[src/design/coam_pkg.sv]
/*
  package for the cpu operand address block: addressing modes, byte counts, address constants.
  assumes a single 10 MHz clock domain and a synchronous-read program/data memory.
*/
package coam_pkg;
  typedef enum logic [3:0] {
    COAM_INH, COAM_IMM, COAM_DIR, COAM_EXT, COAM_IX0, COAM_IX1, COAM_IX2, COAM_REL, COAM_UNSIGNED_MULTIPLY_OP
  } coam_mode_e;
  localparam logic [7:0] COAM_ZERO_PAGE = 8'h00;
  localparam logic [1:0] COAM_LEN_ONE = 2'h1;
  localparam logic [1:0] COAM_LEN_TWO = 2'h2;
  localparam logic [1:0] COAM_LEN_THREE = 2'h3;
  localparam logic [15:0] COAM_ADDR_ONE = 16'h0001;
endpackage : coam_pkg

[src/design/coam_operand_addr.sv]
/*
  operand fetch and effective-address generation, with the unsigned multiply.
  assumes memory returns mem_rdata one cycle after mem_rd with mem_addr; the caller holds
  start for one cycle with mode, pc (address of the opcode), index and accumulator stable
  until done.
*/
`timescale 1ns/1ps
// Function
// [RQ1] inherent: one byte, no operand address
// [RQ2] immediate: two bytes, operand used directly
// [RQ3] direct: second byte low, high byte zero
// [RQ4] extended: three bytes, high then low
// [RQ5] indexed no offset: index as low address
// [RQ6] indexed 8-bit: index plus offset, keep carry
// [RQ7] indexed 16-bit: offset high first, add index
// [RQ8] relative: taken branch adds signed offset to pc
// [RQ9] multiply: high byte to index, low to accumulator
// [RQ10] 16-bit sums wrap modulo 65536
module coam_operand_addr
  import coam_pkg::*;
(
  // clock and reset
  input wire logic clk,
  input wire logic reset_n,
  // request
  input wire logic start,
  input wire coam_mode_e mode,
  input wire logic [15:0] pc,
  input wire logic [7:0] index_in,
  input wire logic [7:0] acc_in,
  input wire logic branch_cond,
  // memory
  output logic mem_rd,
  output logic [15:0] mem_addr,
  input wire logic [7:0] mem_rdata,
  // answer
  output logic done,
  output logic [1:0] inst_len,
  output logic addr_valid,
  output logic [15:0] eff_addr,
  output logic [7:0] imm_data,
  output logic [15:0] next_pc,
  output logic [7:0] acc_out,
  output logic [7:0] index_out
);
  typedef enum logic [1:0] {COAM_IDLE, COAM_B1, COAM_B2, COAM_FIN} coam_state_e;

  function automatic logic [15:0] coam_add16(input logic [15:0] a, input logic [15:0] b);
    logic [16:0] s;
    s = {1'b0, a} + {1'b0, b};
    return s[15:0]; // carry out dropped [RQ10]
  endfunction : coam_add16

  coam_state_e state_reg, state_next;
  coam_mode_e mode_reg, mode_next;
  logic [15:0] pc_reg, pc_next;
  logic [7:0] idx_reg, idx_next, acc_reg, acc_next, hi_reg, hi_next;
  logic cond_reg, cond_next;
  logic mem_rd_next, done_next, av_next;
  logic [15:0] mem_addr_next, ea_next, npc_next;
  logic [1:0] len_next;
  logic [7:0] imm_next, acc_out_next, idx_out_next;
  logic [15:0] product;

  always_comb begin
    product = 16'({8'h00, acc_reg} * {8'h00, idx_reg}); // [RQ9]
    state_next = state_reg;
    mode_next = mode_reg;
    pc_next = pc_reg;
    idx_next = idx_reg;
    acc_next = acc_reg;
    hi_next = hi_reg;
    cond_next = cond_reg;
    mem_rd_next = 1'b0;
    mem_addr_next = mem_addr;
    done_next = 1'b0;
    av_next = addr_valid;
    ea_next = eff_addr;
    npc_next = next_pc;
    len_next = inst_len;
    imm_next = imm_data;
    acc_out_next = acc_out;
    idx_out_next = index_out;
    case (state_reg)
      COAM_IDLE: begin
        if (start) begin
          mode_next = mode;
          pc_next = pc;
          idx_next = index_in;
          acc_next = acc_in;
          cond_next = branch_cond;
          case (mode)
            COAM_INH, COAM_IX0, COAM_UNSIGNED_MULTIPLY_OP: state_next = COAM_FIN; // [RQ1] [RQ5] [RQ9]
            default: begin
              mem_rd_next = 1'b1;
              mem_addr_next = coam_add16(pc, COAM_ADDR_ONE);
              state_next = COAM_B1;
            end
          endcase
        end
      end
      COAM_B1: begin
        if (mode_reg == COAM_EXT || mode_reg == COAM_IX2) begin
          mem_rd_next = 1'b1; // [RQ4] [RQ7]
          mem_addr_next = coam_add16(mem_addr, COAM_ADDR_ONE);
          state_next = COAM_B2;
        end else begin
          // single operand byte lands next cycle, taken in fin
          state_next = COAM_FIN;
        end
      end
      COAM_B2: begin
        hi_next = mem_rdata;
        state_next = COAM_FIN;
      end
      COAM_FIN: begin
        done_next = 1'b1;
        av_next = 1'b1;
        imm_next = 8'h00;
        acc_out_next = acc_reg;
        idx_out_next = idx_reg;
        case (mode_reg)
          COAM_INH: begin
            len_next = COAM_LEN_ONE; // [RQ1]
            av_next = 1'b0;
            ea_next = 16'h0000;
          end
          COAM_UNSIGNED_MULTIPLY_OP: begin
            len_next = COAM_LEN_ONE;
            av_next = 1'b0;
            ea_next = 16'h0000;
            idx_out_next = product[15:8]; // [RQ9]
            acc_out_next = product[7:0]; // [RQ9]
          end
          COAM_IMM: begin
            len_next = COAM_LEN_TWO; // [RQ2]
            av_next = 1'b0;
            ea_next = 16'h0000;
            imm_next = mem_rdata; // [RQ2]
          end
          COAM_DIR: begin
            len_next = COAM_LEN_TWO;
            ea_next = {COAM_ZERO_PAGE, mem_rdata}; // [RQ3]
          end
          COAM_EXT: begin
            len_next = COAM_LEN_THREE;
            ea_next = {hi_reg, mem_rdata}; // [RQ4]
          end
          COAM_IX0: begin
            len_next = COAM_LEN_ONE;
            ea_next = {COAM_ZERO_PAGE, idx_reg}; // [RQ5]
          end
          COAM_IX1: begin
            len_next = COAM_LEN_TWO;
            ea_next = {7'h00, 9'({1'b0, mem_rdata} + {1'b0, idx_reg})}; // [RQ6]
          end
          COAM_IX2: begin
            len_next = COAM_LEN_THREE;
            ea_next = coam_add16({hi_reg, mem_rdata}, {COAM_ZERO_PAGE, idx_reg}); // [RQ7] [RQ10]
          end
          default: begin
            len_next = COAM_LEN_TWO;
            av_next = 1'b0;
            ea_next = 16'h0000;
          end
        endcase
        npc_next = coam_add16(pc_reg, {14'h0000, len_next});
        if (mode_reg == COAM_REL && cond_reg)
          npc_next = coam_add16(npc_next, {{8{mem_rdata[7]}}, mem_rdata}); // [RQ8] [RQ10]
        state_next = COAM_IDLE;
      end
      default: state_next = COAM_IDLE;
    endcase
  end

  always_ff @(posedge clk or negedge reset_n) begin
    if (!reset_n) begin
      state_reg <= COAM_IDLE;
      mode_reg <= COAM_INH;
      pc_reg <= 16'h0000;
      idx_reg <= 8'h00;
      acc_reg <= 8'h00;
      hi_reg <= 8'h00;
      cond_reg <= 1'b0;
      mem_rd <= 1'b0;
      mem_addr <= 16'h0000;
      done <= 1'b0;
      addr_valid <= 1'b0;
      eff_addr <= 16'h0000;
      next_pc <= 16'h0000;
      inst_len <= 2'h0;
      imm_data <= 8'h00;
      acc_out <= 8'h00;
      index_out <= 8'h00;
    end else begin
      state_reg <= state_next;
      mode_reg <= mode_next;
      pc_reg <= pc_next;
      idx_reg <= idx_next;
      acc_reg <= acc_next;
      hi_reg <= hi_next;
      cond_reg <= cond_next;
      mem_rd <= mem_rd_next;
      mem_addr <= mem_addr_next;
      done <= done_next;
      addr_valid <= av_next;
      eff_addr <= ea_next;
      next_pc <= npc_next;
      inst_len <= len_next;
      imm_data <= imm_next;
      acc_out <= acc_out_next;
      index_out <= idx_out_next;
    end
  end
endmodule : coam_operand_addr

[config.mk]
export PLATFORM = sky130hd
export DESIGN_NAME = coam_operand_addr
export DESIGN_NICKNAME = d
export VERILOG_FILES = /design/src/design/coam_pkg.sv /design/src/design/coam_operand_addr.sv
export SDC_FILE = /design/constraint.sdc
export NUM_CORES = 1
export LEC_CHECK = 0
export ABC_CLOCK_PERIOD_IN_PS = 4600
export BUFFER_PORTS_ARGS = -buffer_cell sky130_fd_sc_hd__buf_4
export CAP_MARGIN = 20
export CELL_PAD_IN_SITES_DETAIL_PLACEMENT = 1
export CELL_PAD_IN_SITES_GLOBAL_PLACEMENT = 1
export CORE_AREA = 2 2 182 140
export CTS_BUF_LIST = sky130_fd_sc_hd__clkbuf_8
export CTS_CLUSTER_SIZE = 16
export DETAILED_ROUTE_END_ITERATION = 7
export DIE_AREA = 0 0 184 142
export MAX_ROUTING_LAYER = met4
export PLACE_DENSITY_LB_ADDON = 0.1
export SYNTH_ARGS = -nofsm -noshare
export SYNTH_HDL_FRONTEND = slang
export SYNTH_SLANG_ARGS = --single-unit
export TNS_END_PERCENT = 20
[constraint.sdc]
create_clock -name clk -period 4.6 [get_ports clk]
set_input_delay 0.46 -clock clk [delete_from_list [all_inputs] [get_ports clk]]
set_output_delay 0.46 -clock clk [all_outputs]
set_load 0.03 [all_outputs]
==> results of run 1 <==
[cell usage after synthesis (3+ instances only)]
master and n:
dfrtp_1 124, nand2_1 90, ha_1 69, inv_1 64
nor2_1 59, a21oi_1 55, mux2_2 52, and2_1 49
o21ai_0 45, clkbuf_1 40, fa_1 39, nand3_1 39
xnor2_1 30, xor2_1 21, a31oi_1 16, a21o_1 15
and3_1 13, o22ai_1 13, nor3_1 12, a211oi_1 11
a22o_1 11, nor2b_1 11, a22oi_1 10, nand3b_1 9
nand4_1 9, or3_1 9, and4_1 8, o211ai_1 8
o21a_1 8, mux2i_1 7, buf_2 6, o2bb2ai_1 6
o21bai_1 5, a221o_1 3, nand2b_1 3, o221ai_1 3
[final cells by class]
type                    instances  area [µm²]  share of cell area [%]
multi-input cells             788        6090                    53.2
flip-flops and latches        124        3110                    27.1
repair buffers                156        1170                    10.2
well taps                     312         390                    3.41
inverters                      66         248                    2.16
clock buffers                  17         234                    2.04
clock inverters                15         211                    1.84
[worst max-delay path, cell delays in order (launching register included)]
cell	delay, ns
dfrtp_1	0.46
nand2_1	0.11
fa_1	0.47
fa_1	0.57
inv_1	0.07
fa_1	0.53
inv_1	0.06
fa_1	0.54
inv_1	0.07
ha_4	0.28
o21a_1	0.11
o31a_1	0.19
o31a_1	0.24
o21bai_1	0.12
a2111oi_0	0.39
nand3b_1	0.17
[cell usage in the layout (no fill, tap or decap), drive strengths merged, types with 7 or more instances in the layout]
cell type,count
o22ai,13
a21o,16
xnor2,30
a22oi,10
nand3,39
clkbuf,17
a31oi,16
and4,8
inv,69
o21ai,46
nand4,9
and3,15
or3,9
fa,39
nor2b,11
buf,156
a22o,11
a21oi,55
xor2,21
mux2,52
ha,69
dfrtp,124
nor2,59
mux2i,7
and2,50
clkinv,7
nor3,12
nand2,90
o211ai,8
a211oi,11
nand3b,9
o21a,8
[what timing repair did]
| action | in CTS | in global routing |
|---|---|---|
| setup endpoints to repair | 0 | 6 |
| resized for setup | 0 | 11 |
| endpoints found under the hold margin | 0 | 0 |
[worst max path at each step]
| stage | slack, ns | startpoint | endpoint | cells after the start |
|---|---|---|---|---|
| final | 0.16 | idx_reg[5] | index_out[5] | 15 |
| after global routing | -0.02 | idx_reg[5] | index_out[2] | 15 |
| after CTS | 0.01 | acc_reg[3] | index_out[6] | 15 |
| after detailed placement | 0.04 | acc_reg[3] | index_out[2] | 15 |
| after global placement | 0.14 | acc_reg[4] | index_out[6] | 15 |
| after floorplan | 0.13 | idx_reg[7] | index_out[6] | 16 |
[cell families (layout without fill, tap and decap cells)]
family,count (synthesis),after routing,share of synthesized area (%)
flip-flops,124,124,32.3
buffers and inverters,115,254,4.65
adder cells (fa/ha/maj),108,108,17.1
AO/OA/AOI/OAI,238,238,16.5
multiplexers,59,59,6.83
XOR/XNOR,51,51,4.65
AND/OR/NAND/NOR,332,332,17.9
[stage by stage]
step	worst slack, ns	TNS (ns)
after global routing	-0.0151	-0.0151
after floorplan	0.131	0
after detailed placement	0.0392	0
after global placement	0.139	0
after CTS	0.0128	0
final	0.162	0
[metal layers]
layer	vias to the layer above	track usage, %
met5	-	-
met4	0	5.01
met3	16	3.71
met2	130	36.0
met1	4180	36.2
li1	3921	-
==> results.json, run 1 <==
{
  "worst_pin_slew_ns": 1.12,
  "dp.cells": 1446,
  "clk_pin_slew_ns": 0.08,
  "synth_cell_type_count": 77,
  "max_cap_viol_count": 0,
  "vias": 8247,
  "grt_pass1_vias": 8455,
  "netlist_instances": 1027,
  "ys_seq_area_share_pct": 32.3,
  "wl_per_cell_um": 20.6,
  "fmax_mhz": 225,
  "setup-violations-final": 0,
  "cts_buffer_depth": 2,
  "r2r_slack_ns": 0.16,
  "wl_met2_mm": 13.2,
  "period_share_pct": 96.5,
  "dpl_cell_area_um2": 11000,
  "hpwlAfterDp_mm": 22.4,
  "cts_setup_buffers": 0,
  "drc_errors": 0,
  "die_w_um": 184,
  "async_flop_share_pct": 100,
  "synthFlopType": "dfrtp_1",
  "outcome": "finished clean",
  "vias_per_cell": 5.58,
  "die_h_um": 142,
  "post-synth-top-area-cell": "dfrtp_1",
  "worstReg2RegStart": "idx_reg[5]",
  "cts_sinks": 124,
  "crit_type": "register to register",
  "final_area_um2": 11500,
  "firstDrtPassIters": 5,
  "area_growth_syn_to_layout_pct": 19.4,
  "drtIter0Drc": 452,
  "grt_usage_pct": 24.6,
  "io_pins": 125,
  "fin_skew_ns": 0.0177,
  "start_util_pct": 39.3,
  "top_layer": "met4",
  "cp-end-kind": "register",
  "timing.final.crit_period_ns": 4.44,
  "worstRegToRegCells": 15,
  "arrival_ns": 4.84,
  "port_buffers": 124,
  "worstPathMaxFanout": 6,
  "cts_tree": "done",
  "gp_congestion": 0.869,
  "yosys-top-cells-area": "dfrtp_1 (32%), ha_1 (9.0%), fa_1 (8.1%), mux2_2 (6.1%), nand2_1 (3.5%)",
  "grt_max_degree": 98,
  "cp.required_ns": 5.00,
  "reg2reg_to": "index_out[5]",
  "ant_nets": 0,
  "syn_area_um2": 9600,
  "hold_viol_final": 0,
  "met1_length_mm": 16.0,
  "clockRootBuffer": "clkbuf_8",
  "timing.final.max_slew_violations": 0,
  "utilization_pct": 47.0,
  "fillers": 2845,
  "final_nets": 1309,
  "antenna_found_initial": 0,
  "grt_pass1_wl_mm": 48.2,
  "wl_met3_um": 964,
  "synth.ff_latch_count": 124,
  "slew_headroom_pct": 25.0,
  "hold_class": "input port to async pin",
  "coreArea_um2": 24400,
  "syn_nets": 1183,
  "cts_max_level": 4,
  "gr-total-overflow": 0,
  "cts_hold_buf": 0,
  "synth-edff-count": 0,
  "diodes": 0,
  "avgSynthCellArea_um2": 9.35,
  "ys_warn_count": 0,
  "instances_no_fill": 1478,
  "wirelength_mm": 30.5,
  "dieArea_um2": 26100,
  "synth_top_cell_area_share_pct": 32.3,
  "insertion_delay_ns": 0.48,
  "std_cell_rows": 50,
  "cts_buffers": 17,
  "drive_above_1_share_pct": 22.8,
  "hold_ws_ns": 0.103,
  "start_kind": "register"
}
Power of run 1 is not shown: default switching activity piles up to over one toggle a cycle in this logic, so the estimate is an artifact.
==> inputs of run 2 (changes only) <==
--- a/config.mk
+++ b/config.mk
@@ -5,16 +5,17 @@
 export SDC_FILE = /design/constraint.sdc
 export NUM_CORES = 1
 export LEC_CHECK = 0
+export ABC_AREA = 1
 export ABC_CLOCK_PERIOD_IN_PS = 4600
 export BUFFER_PORTS_ARGS = -buffer_cell sky130_fd_sc_hd__buf_4
 export CAP_MARGIN = 20
 export CELL_PAD_IN_SITES_DETAIL_PLACEMENT = 1
 export CELL_PAD_IN_SITES_GLOBAL_PLACEMENT = 1
-export CORE_AREA = 2 2 182 140
+export CORE_AREA = 2 2 184 141
 export CTS_BUF_LIST = sky130_fd_sc_hd__clkbuf_8
 export CTS_CLUSTER_SIZE = 16
 export DETAILED_ROUTE_END_ITERATION = 7
-export DIE_AREA = 0 0 184 142
+export DIE_AREA = 0 0 186 143
 export MAX_ROUTING_LAYER = met4
 export PLACE_DENSITY_LB_ADDON = 0.1
 export SYNTH_ARGS = -nofsm -noshare
==> results.json, run 2 <==
{
  "layout_commonest_cell": "nand2_1",
  "std_cell_rows": 50,
  "hold_ws_ns": 0.0267,
  "synthFlopType": "dfrtp_1",
  "worst_slack_ns": 0.287,
  "synth_top_cell_area_share_pct": 31.7,
  "layout_common_cells": "nand2_1 (414), inv_1 (211), buf_4 (138)",
  "hold_class": "input port to async pin",
  "synth.ff_latch_count": 124,
  "die_h_um": 143,
  "die_w_um": 186,
  "hpwlAfterDp_mm": 25.0,
  "crit_chain": "buf_4, nand2_1, inv_1, fa_1, fa_1, fa_1, inv_1, fa_1, inv_1, ha_1, a21oi_1, nor2_1, nor2_1, nand2_1, a21oi_1, nand2b_1, nand3_1, nand2_1, nand2_1",
  "period_share_pct": 93.8,
  "critPathBufInv": 4,
  "avgSynthCellArea_um2": 7.23,
  "grt_usage_pct": 25.7,
  "wl_per_cell_um": 17.3,
  "finalSetupTns_ns": 0,
  "fillers": 3159,
  "max_cap_viol_count": 0,
  "dieArea_um2": 26600,
  "io_pins": 125,
  "coreArea_um2": 24700,
  "worst-path-stages": 19,
  "ys_seq_area_share_pct": 31.7,
  "fin_skew_ns": 0.0199,
  "area_growth_syn_to_layout_pct": 17.0,
  "slew_headroom_pct": 36.4,
  "synth_top_family_by_area": "simple AND/OR/NAND/NOR gates",
  "rsz0062_at_grt": "no",
  "synthXorXnorAreaFrac_pct": 2.06,
  "worstPathMaxFanout": 6,
  "synthAdderAreaFrac_pct": 16.8,
  "cts_hold_buf": 0,
  "vias_per_cell": 5.03,
  "async_flop_share_pct": 100,
  "synth-edff-count": 0,
  "clockRootBuffer": "clkbuf_8",
  "gr-total-overflow": 0,
  "ys_warn_count": 0,
  "synth_cell_type_count": 43,
  "syn_area_um2": 9790,
  "clk_pin_slew_ns": 0.09,
  "setup-violations-final": 0,
  "wirelength_mm": 31.5,
  "timing.final.crit_period_ns": 4.31,
  "antenna_found_initial": 0,
  "cts_buffers": 17,
  "netlist_instances": 1355,
  "drtIter0Drc": 477,
  "outcome": "finished clean",
  "vias": 9154,
  "arrival_ns": 4.67,
  "cts_max_level": 4,
  "syn_nets": 1511,
  "yosys-top-cells-area": "dfrtp_1 (32%), nand2_1 (16%), ha_1 (8.8%), inv_1 (8.0%), fa_1 (8.0%)",
  "fmax_mhz": 232,
  "diodes": 0,
  "synthTopCellsByCount": "nand2_1 (415), inv_1 (210), dfrtp_1 (124), o21ai_0 (93), nor2_1 (88)",
  "cts_setup_buffers": 0,
  "cts_tree": "done",
  "firstDrtPassIters": 5,
  "cpMaxStageDelayCell": "fa_1",
  "hold_viol_final": 0,
  "synthMuxAreaShare_pct": 1.71,
  "gp_congestion": 0.880,
  "crit_family": "adder cells",
  "final_nets": 1624,
  "port_buffers": 124,
  "grt_max_degree": 95,
  "worstRegToRegCells": 19,
  "drc_errors": 0,
  "worst_pin_slew_ns": 0.954,
  "drive_above_1_share_pct": 14.8,
  "cp.required_ns": 4.96,
  "utilization_pct": 46.4,
  "cts_buffer_depth": 2,
  "start_util_pct": 39.6,
  "crit_path_max_incr_delay_ns": 0.55,
  "synth-simple-area-share_pct": 26.2,
  "grt_pass1_vias": 9273,
  "synth-compound-area-share_pct": 11.2,
  "synth.most_common_cell": "nand2_1",
  "ant_nets": 0,
  "cp-end-kind": "register",
  "cts_sinks": 124,
  "insertion_delay_ns": 0.47,
  "grt_pass1_wl_mm": 50.9,
  "post_cts_resized": 0,
  "post-synth-top-area-cell": "dfrtp_1",
  "place_ws_ns": 0.281,
  "start_kind": "register",
  "crit_type": "register to register",
  "timing.final.max_slew_violations": 0
}
## run 2: changes by cell type in the layout (fill, tap and decap cells not counted), moves of 12 or more
| cell | change |
|---|---|
| nand2_1 | +325 |
| and3_1 | -12 |
| xnor2_1 | -23 |
| nor2_1 | +29 |
| mux2_2 | -38 |
| o21ai_1 | +13 |
| o21ai_0 | +47 |
| nand3_1 | +28 |
| and2_1 | -48 |
| buf_4 | -17 |
| inv_1 | +147 |
## run 2: cells by family (layout without fill, tap and decap cells)
kind of cell               after synthesis  count (layout)
AOI/OAI and AO/OA                      204             204
xor gates and xnor gates                23              23
adders and majority gates              108             108
buffers and inverters                  262             388
DFF                                    124             124
muxes                                   15              15
and+or+nand+nor                        619             619
## run 2: path summary, 6_finish.rpt
path	from	endpoint	slack (ns)
min in group clk	acc_in[7]	acc_reg[7]	0.24
min	reset_n	eff_addr[3]	0.03
min reg2reg	eff_addr[11]	eff_addr[11]	0.49
max in group asynchronous	reset_n	idx_reg[6]	3.55
max reg2reg	acc_reg[2]	index_out[6]	0.29
max	acc_reg[2]	index_out[6]	0.29
## run 2: per-layer routing
metal	track usage [%]	part of all wire [%]	vias to the layer above
met3	4.39	5.1	19
met5	-	0	-
li1	-	-	4472
met2	36.1	41	201
met4	4.60	0.73	0
met1	38.8	53	4462
## run 2: metrics by stage
stage / cells / cell area, µm²
floorplan: 1355 / 9790
global placement: 1787 / 11100
detailed placement: 1787 / 11100
CTS: 1819 / 11500
global route: 1819 / 11500
finish: 1819 / 11500
## run 2: layout make-up
| class | instances | area, µm² | area share, % |
|---|---|---|---|
| timing repair buffer | 139 | 1050 | 9.14 |
| clock buffer | 18 | 248 | 2.16 |
| inverter | 217 | 815 | 7.11 |
| clock inverter | 14 | 144 | 1.26 |
| sequential | 124 | 3110 | 27.1 |
| tap | 338 | 423 | 3.69 |
| multi-input combinational | 969 | 5680 | 49.6 |
Power of run 2 is left out for the same reason.
==> inputs of run 3 (changes only) <==
--- a/config.mk
+++ b/config.mk
@@ -18,6 +18,7 @@
 export DIE_AREA = 0 0 186 143
 export MAX_ROUTING_LAYER = met4
 export PLACE_DENSITY_LB_ADDON = 0.1
+export SETUP_SLACK_MARGIN = 0.5
 export SYNTH_ARGS = -nofsm -noshare
 export SYNTH_HDL_FRONTEND = slang
 export SYNTH_SLANG_ARGS = --single-unit
==> results.json, run 3 (synthesis gave the netlist of run 2 again) <==
{
  "slew_headroom_pct": 41.2,
  "coreArea_um2": 24700,
  "instances_no_fill": 1845,
  "start_util_pct": 39.6,
  "outcome": "finished clean",
  "crit_type": "register to register",
  "insertion_delay_ns": 0.46,
  "die_h_um": 143,
  "groute.layer.met1.usage_pct": 39.5,
  "cp-end-kind": "register",
  "gr-total-overflow": 0,
  "cts_sinks": 124,
  "diodes": 0,
  "clockRootBuffer": "clkbuf_8",
  "cts_tree": "done",
  "use_met3_pct": 5.25,
  "grt_usage_pct": 26.1,
  "grt_pass1_vias": 9444,
  "vias": 9248,
  "final_nets": 1650,
  "cpMaxStageDelayCell": "fa_1",
  "antenna_found_initial": 0,
  "grtUsageMet2_pct": 35.7,
  "rsz0062_at_grt": "yes",
  "wirelength_mm": 32.3,
  "firstDrtPassIters": 4,
  "layout_common_cells": "nand2_1 (408), inv_1 (204), buf_4 (160)",
  "drc_errors": 0,
  "hold_viol_final": 0,
  "clk_pin_slew_ns": 0.09,
  "worstPathMaxFanout": 8,
  "period_share_pct": 88.9,
  "cts_max_level": 4,
  "fmax_mhz": 244,
  "timing.final.crit_period_ns": 4.09,
  "grt_pass1_wl_mm": 51.8,
  "ant_nets": 0,
  "drtIter0Drc": 449,
  "dp.cells": 1788,
  "finalSetupTns_ns": 0,
  "cpMostUsedCell": "fa_1",
  "vias_per_cell": 5.01,
  "cts_buffers": 17,
  "fin_skew_ns": 0.0161,
  "drive_above_1_share_pct": 19.2,
  "worst_slack_ns": 0.510,
  "setup-violations-final": 0,
  "wl_per_cell_um": 17.5,
  "hold_class": "input port to register",
  "port_buffers": 124,
  "busiest_layer": "met1",
  "std_cell_rows": 50,
  "cts_buffer_depth": 2,
  "max_cap_viol_count": 0,
  "arrival_ns": 4.43,
  "area_growth_syn_to_layout_pct": 21.5,
  "crit_chain": "nand2_2, fa_1, fa_1, inv_2, fa_1, inv_1, fa_1, inv_2, ha_4, a21oi_4, nor2_1, nor2_1, nand2_2, a21oi_2, nand2b_4, nand3_2, nand2_1, nand2_1",
  "critPathBufInv": 3,
  "place_ws_ns": 0.251,
  "die_w_um": 186,
  "dieArea_um2": 26600,
  "crit_family": "adder cells",
  "grt_max_degree": 62,
  "gp_congestion": 0.869,
  "layout_commonest_cell": "nand2_1",
  "start_kind": "register",
  "cp.required_ns": 4.94,
  "worst_pin_slew_ns": 0.882,
  "crit_path_max_incr_delay_ns": 0.54,
  "io_pins": 125,
  "timing.final.max_slew_violations": 0,
  "hpwlAfterDp_mm": 24.9
}
==> run 3: changes by cell type in the layout (fill, tap and decap cells not counted), moves of 7 or more <==
cell and change:
buf_4 +22, dfrtp_1 -7, inv_2 +8, dfrtp_2 +7, inv_1 -7
==> run 3: repair_timing <==
item | 4_1_cts | 5_1_grt
gates resized for setup | 20 | 40
hold buffers | 1 | 0
setup endpoints to repair | 8 | 17
setup buffers | 13 | 11
endpoints found under the hold margin | 43 | 0
pin swaps | 9 | 35
==> run 3: path summary, 6_finish.rpt <==
| kind | from | endpoint | slack, ns | cells past startpoint |
|---|---|---|---|---|
| min in group asynchronous | reset_n | eff_addr[3] | 0.52 | 2 |
| worst min-delay path | acc_in[5] | acc_reg[5] | 0.23 | 2 |
| max in group asynchronous | reset_n | mem_addr[14] | 3.04 | 3 |
| worst max-delay path | acc_reg[5] | index_out[6] | 0.51 | 18 |
| worst max register to register | acc_reg[5] | index_out[6] | 0.51 | 18 |
| worst min register to register | eff_addr[0] | eff_addr[0] | 0.48 | 2 |
==> run 3: area by class of cell <==
cell class	instances	area, µm²
sequential	124	3120
inverter	217	815
clock buffer	19	262
multi-input combinational	969	5870
clock inverter	13	150
tap	338	423
timing repair buffer	165	1260
fill	3151	12800
==> run 3: metrics by stage <==
step                area, µm²  util [%]  hold WS (ns)
floorplan                9800         -         0.164
global placement        11100      44.8         0.427
detailed placement      11100      44.8         0.437
CTS                     11700      47.2         0.197
global route            11900      48.1         0.213
finish                  11900      48.1         0.226
==> run 3: metal layers <==
| metal | routed length (µm) | share of wire, % | vias to the layer above |
|---|---|---|---|
| met1 | 17300 | 54 | 4517 |
| li1 | - | - | 4537 |
| met5 | 0 | 0 | - |
| met2 | 13100 | 41 | 174 |
| met3 | 1530 | 4.7 | 20 |
| met4 | 316 | 0.98 | 0 |
Power of run 3 is left out for the same reason.
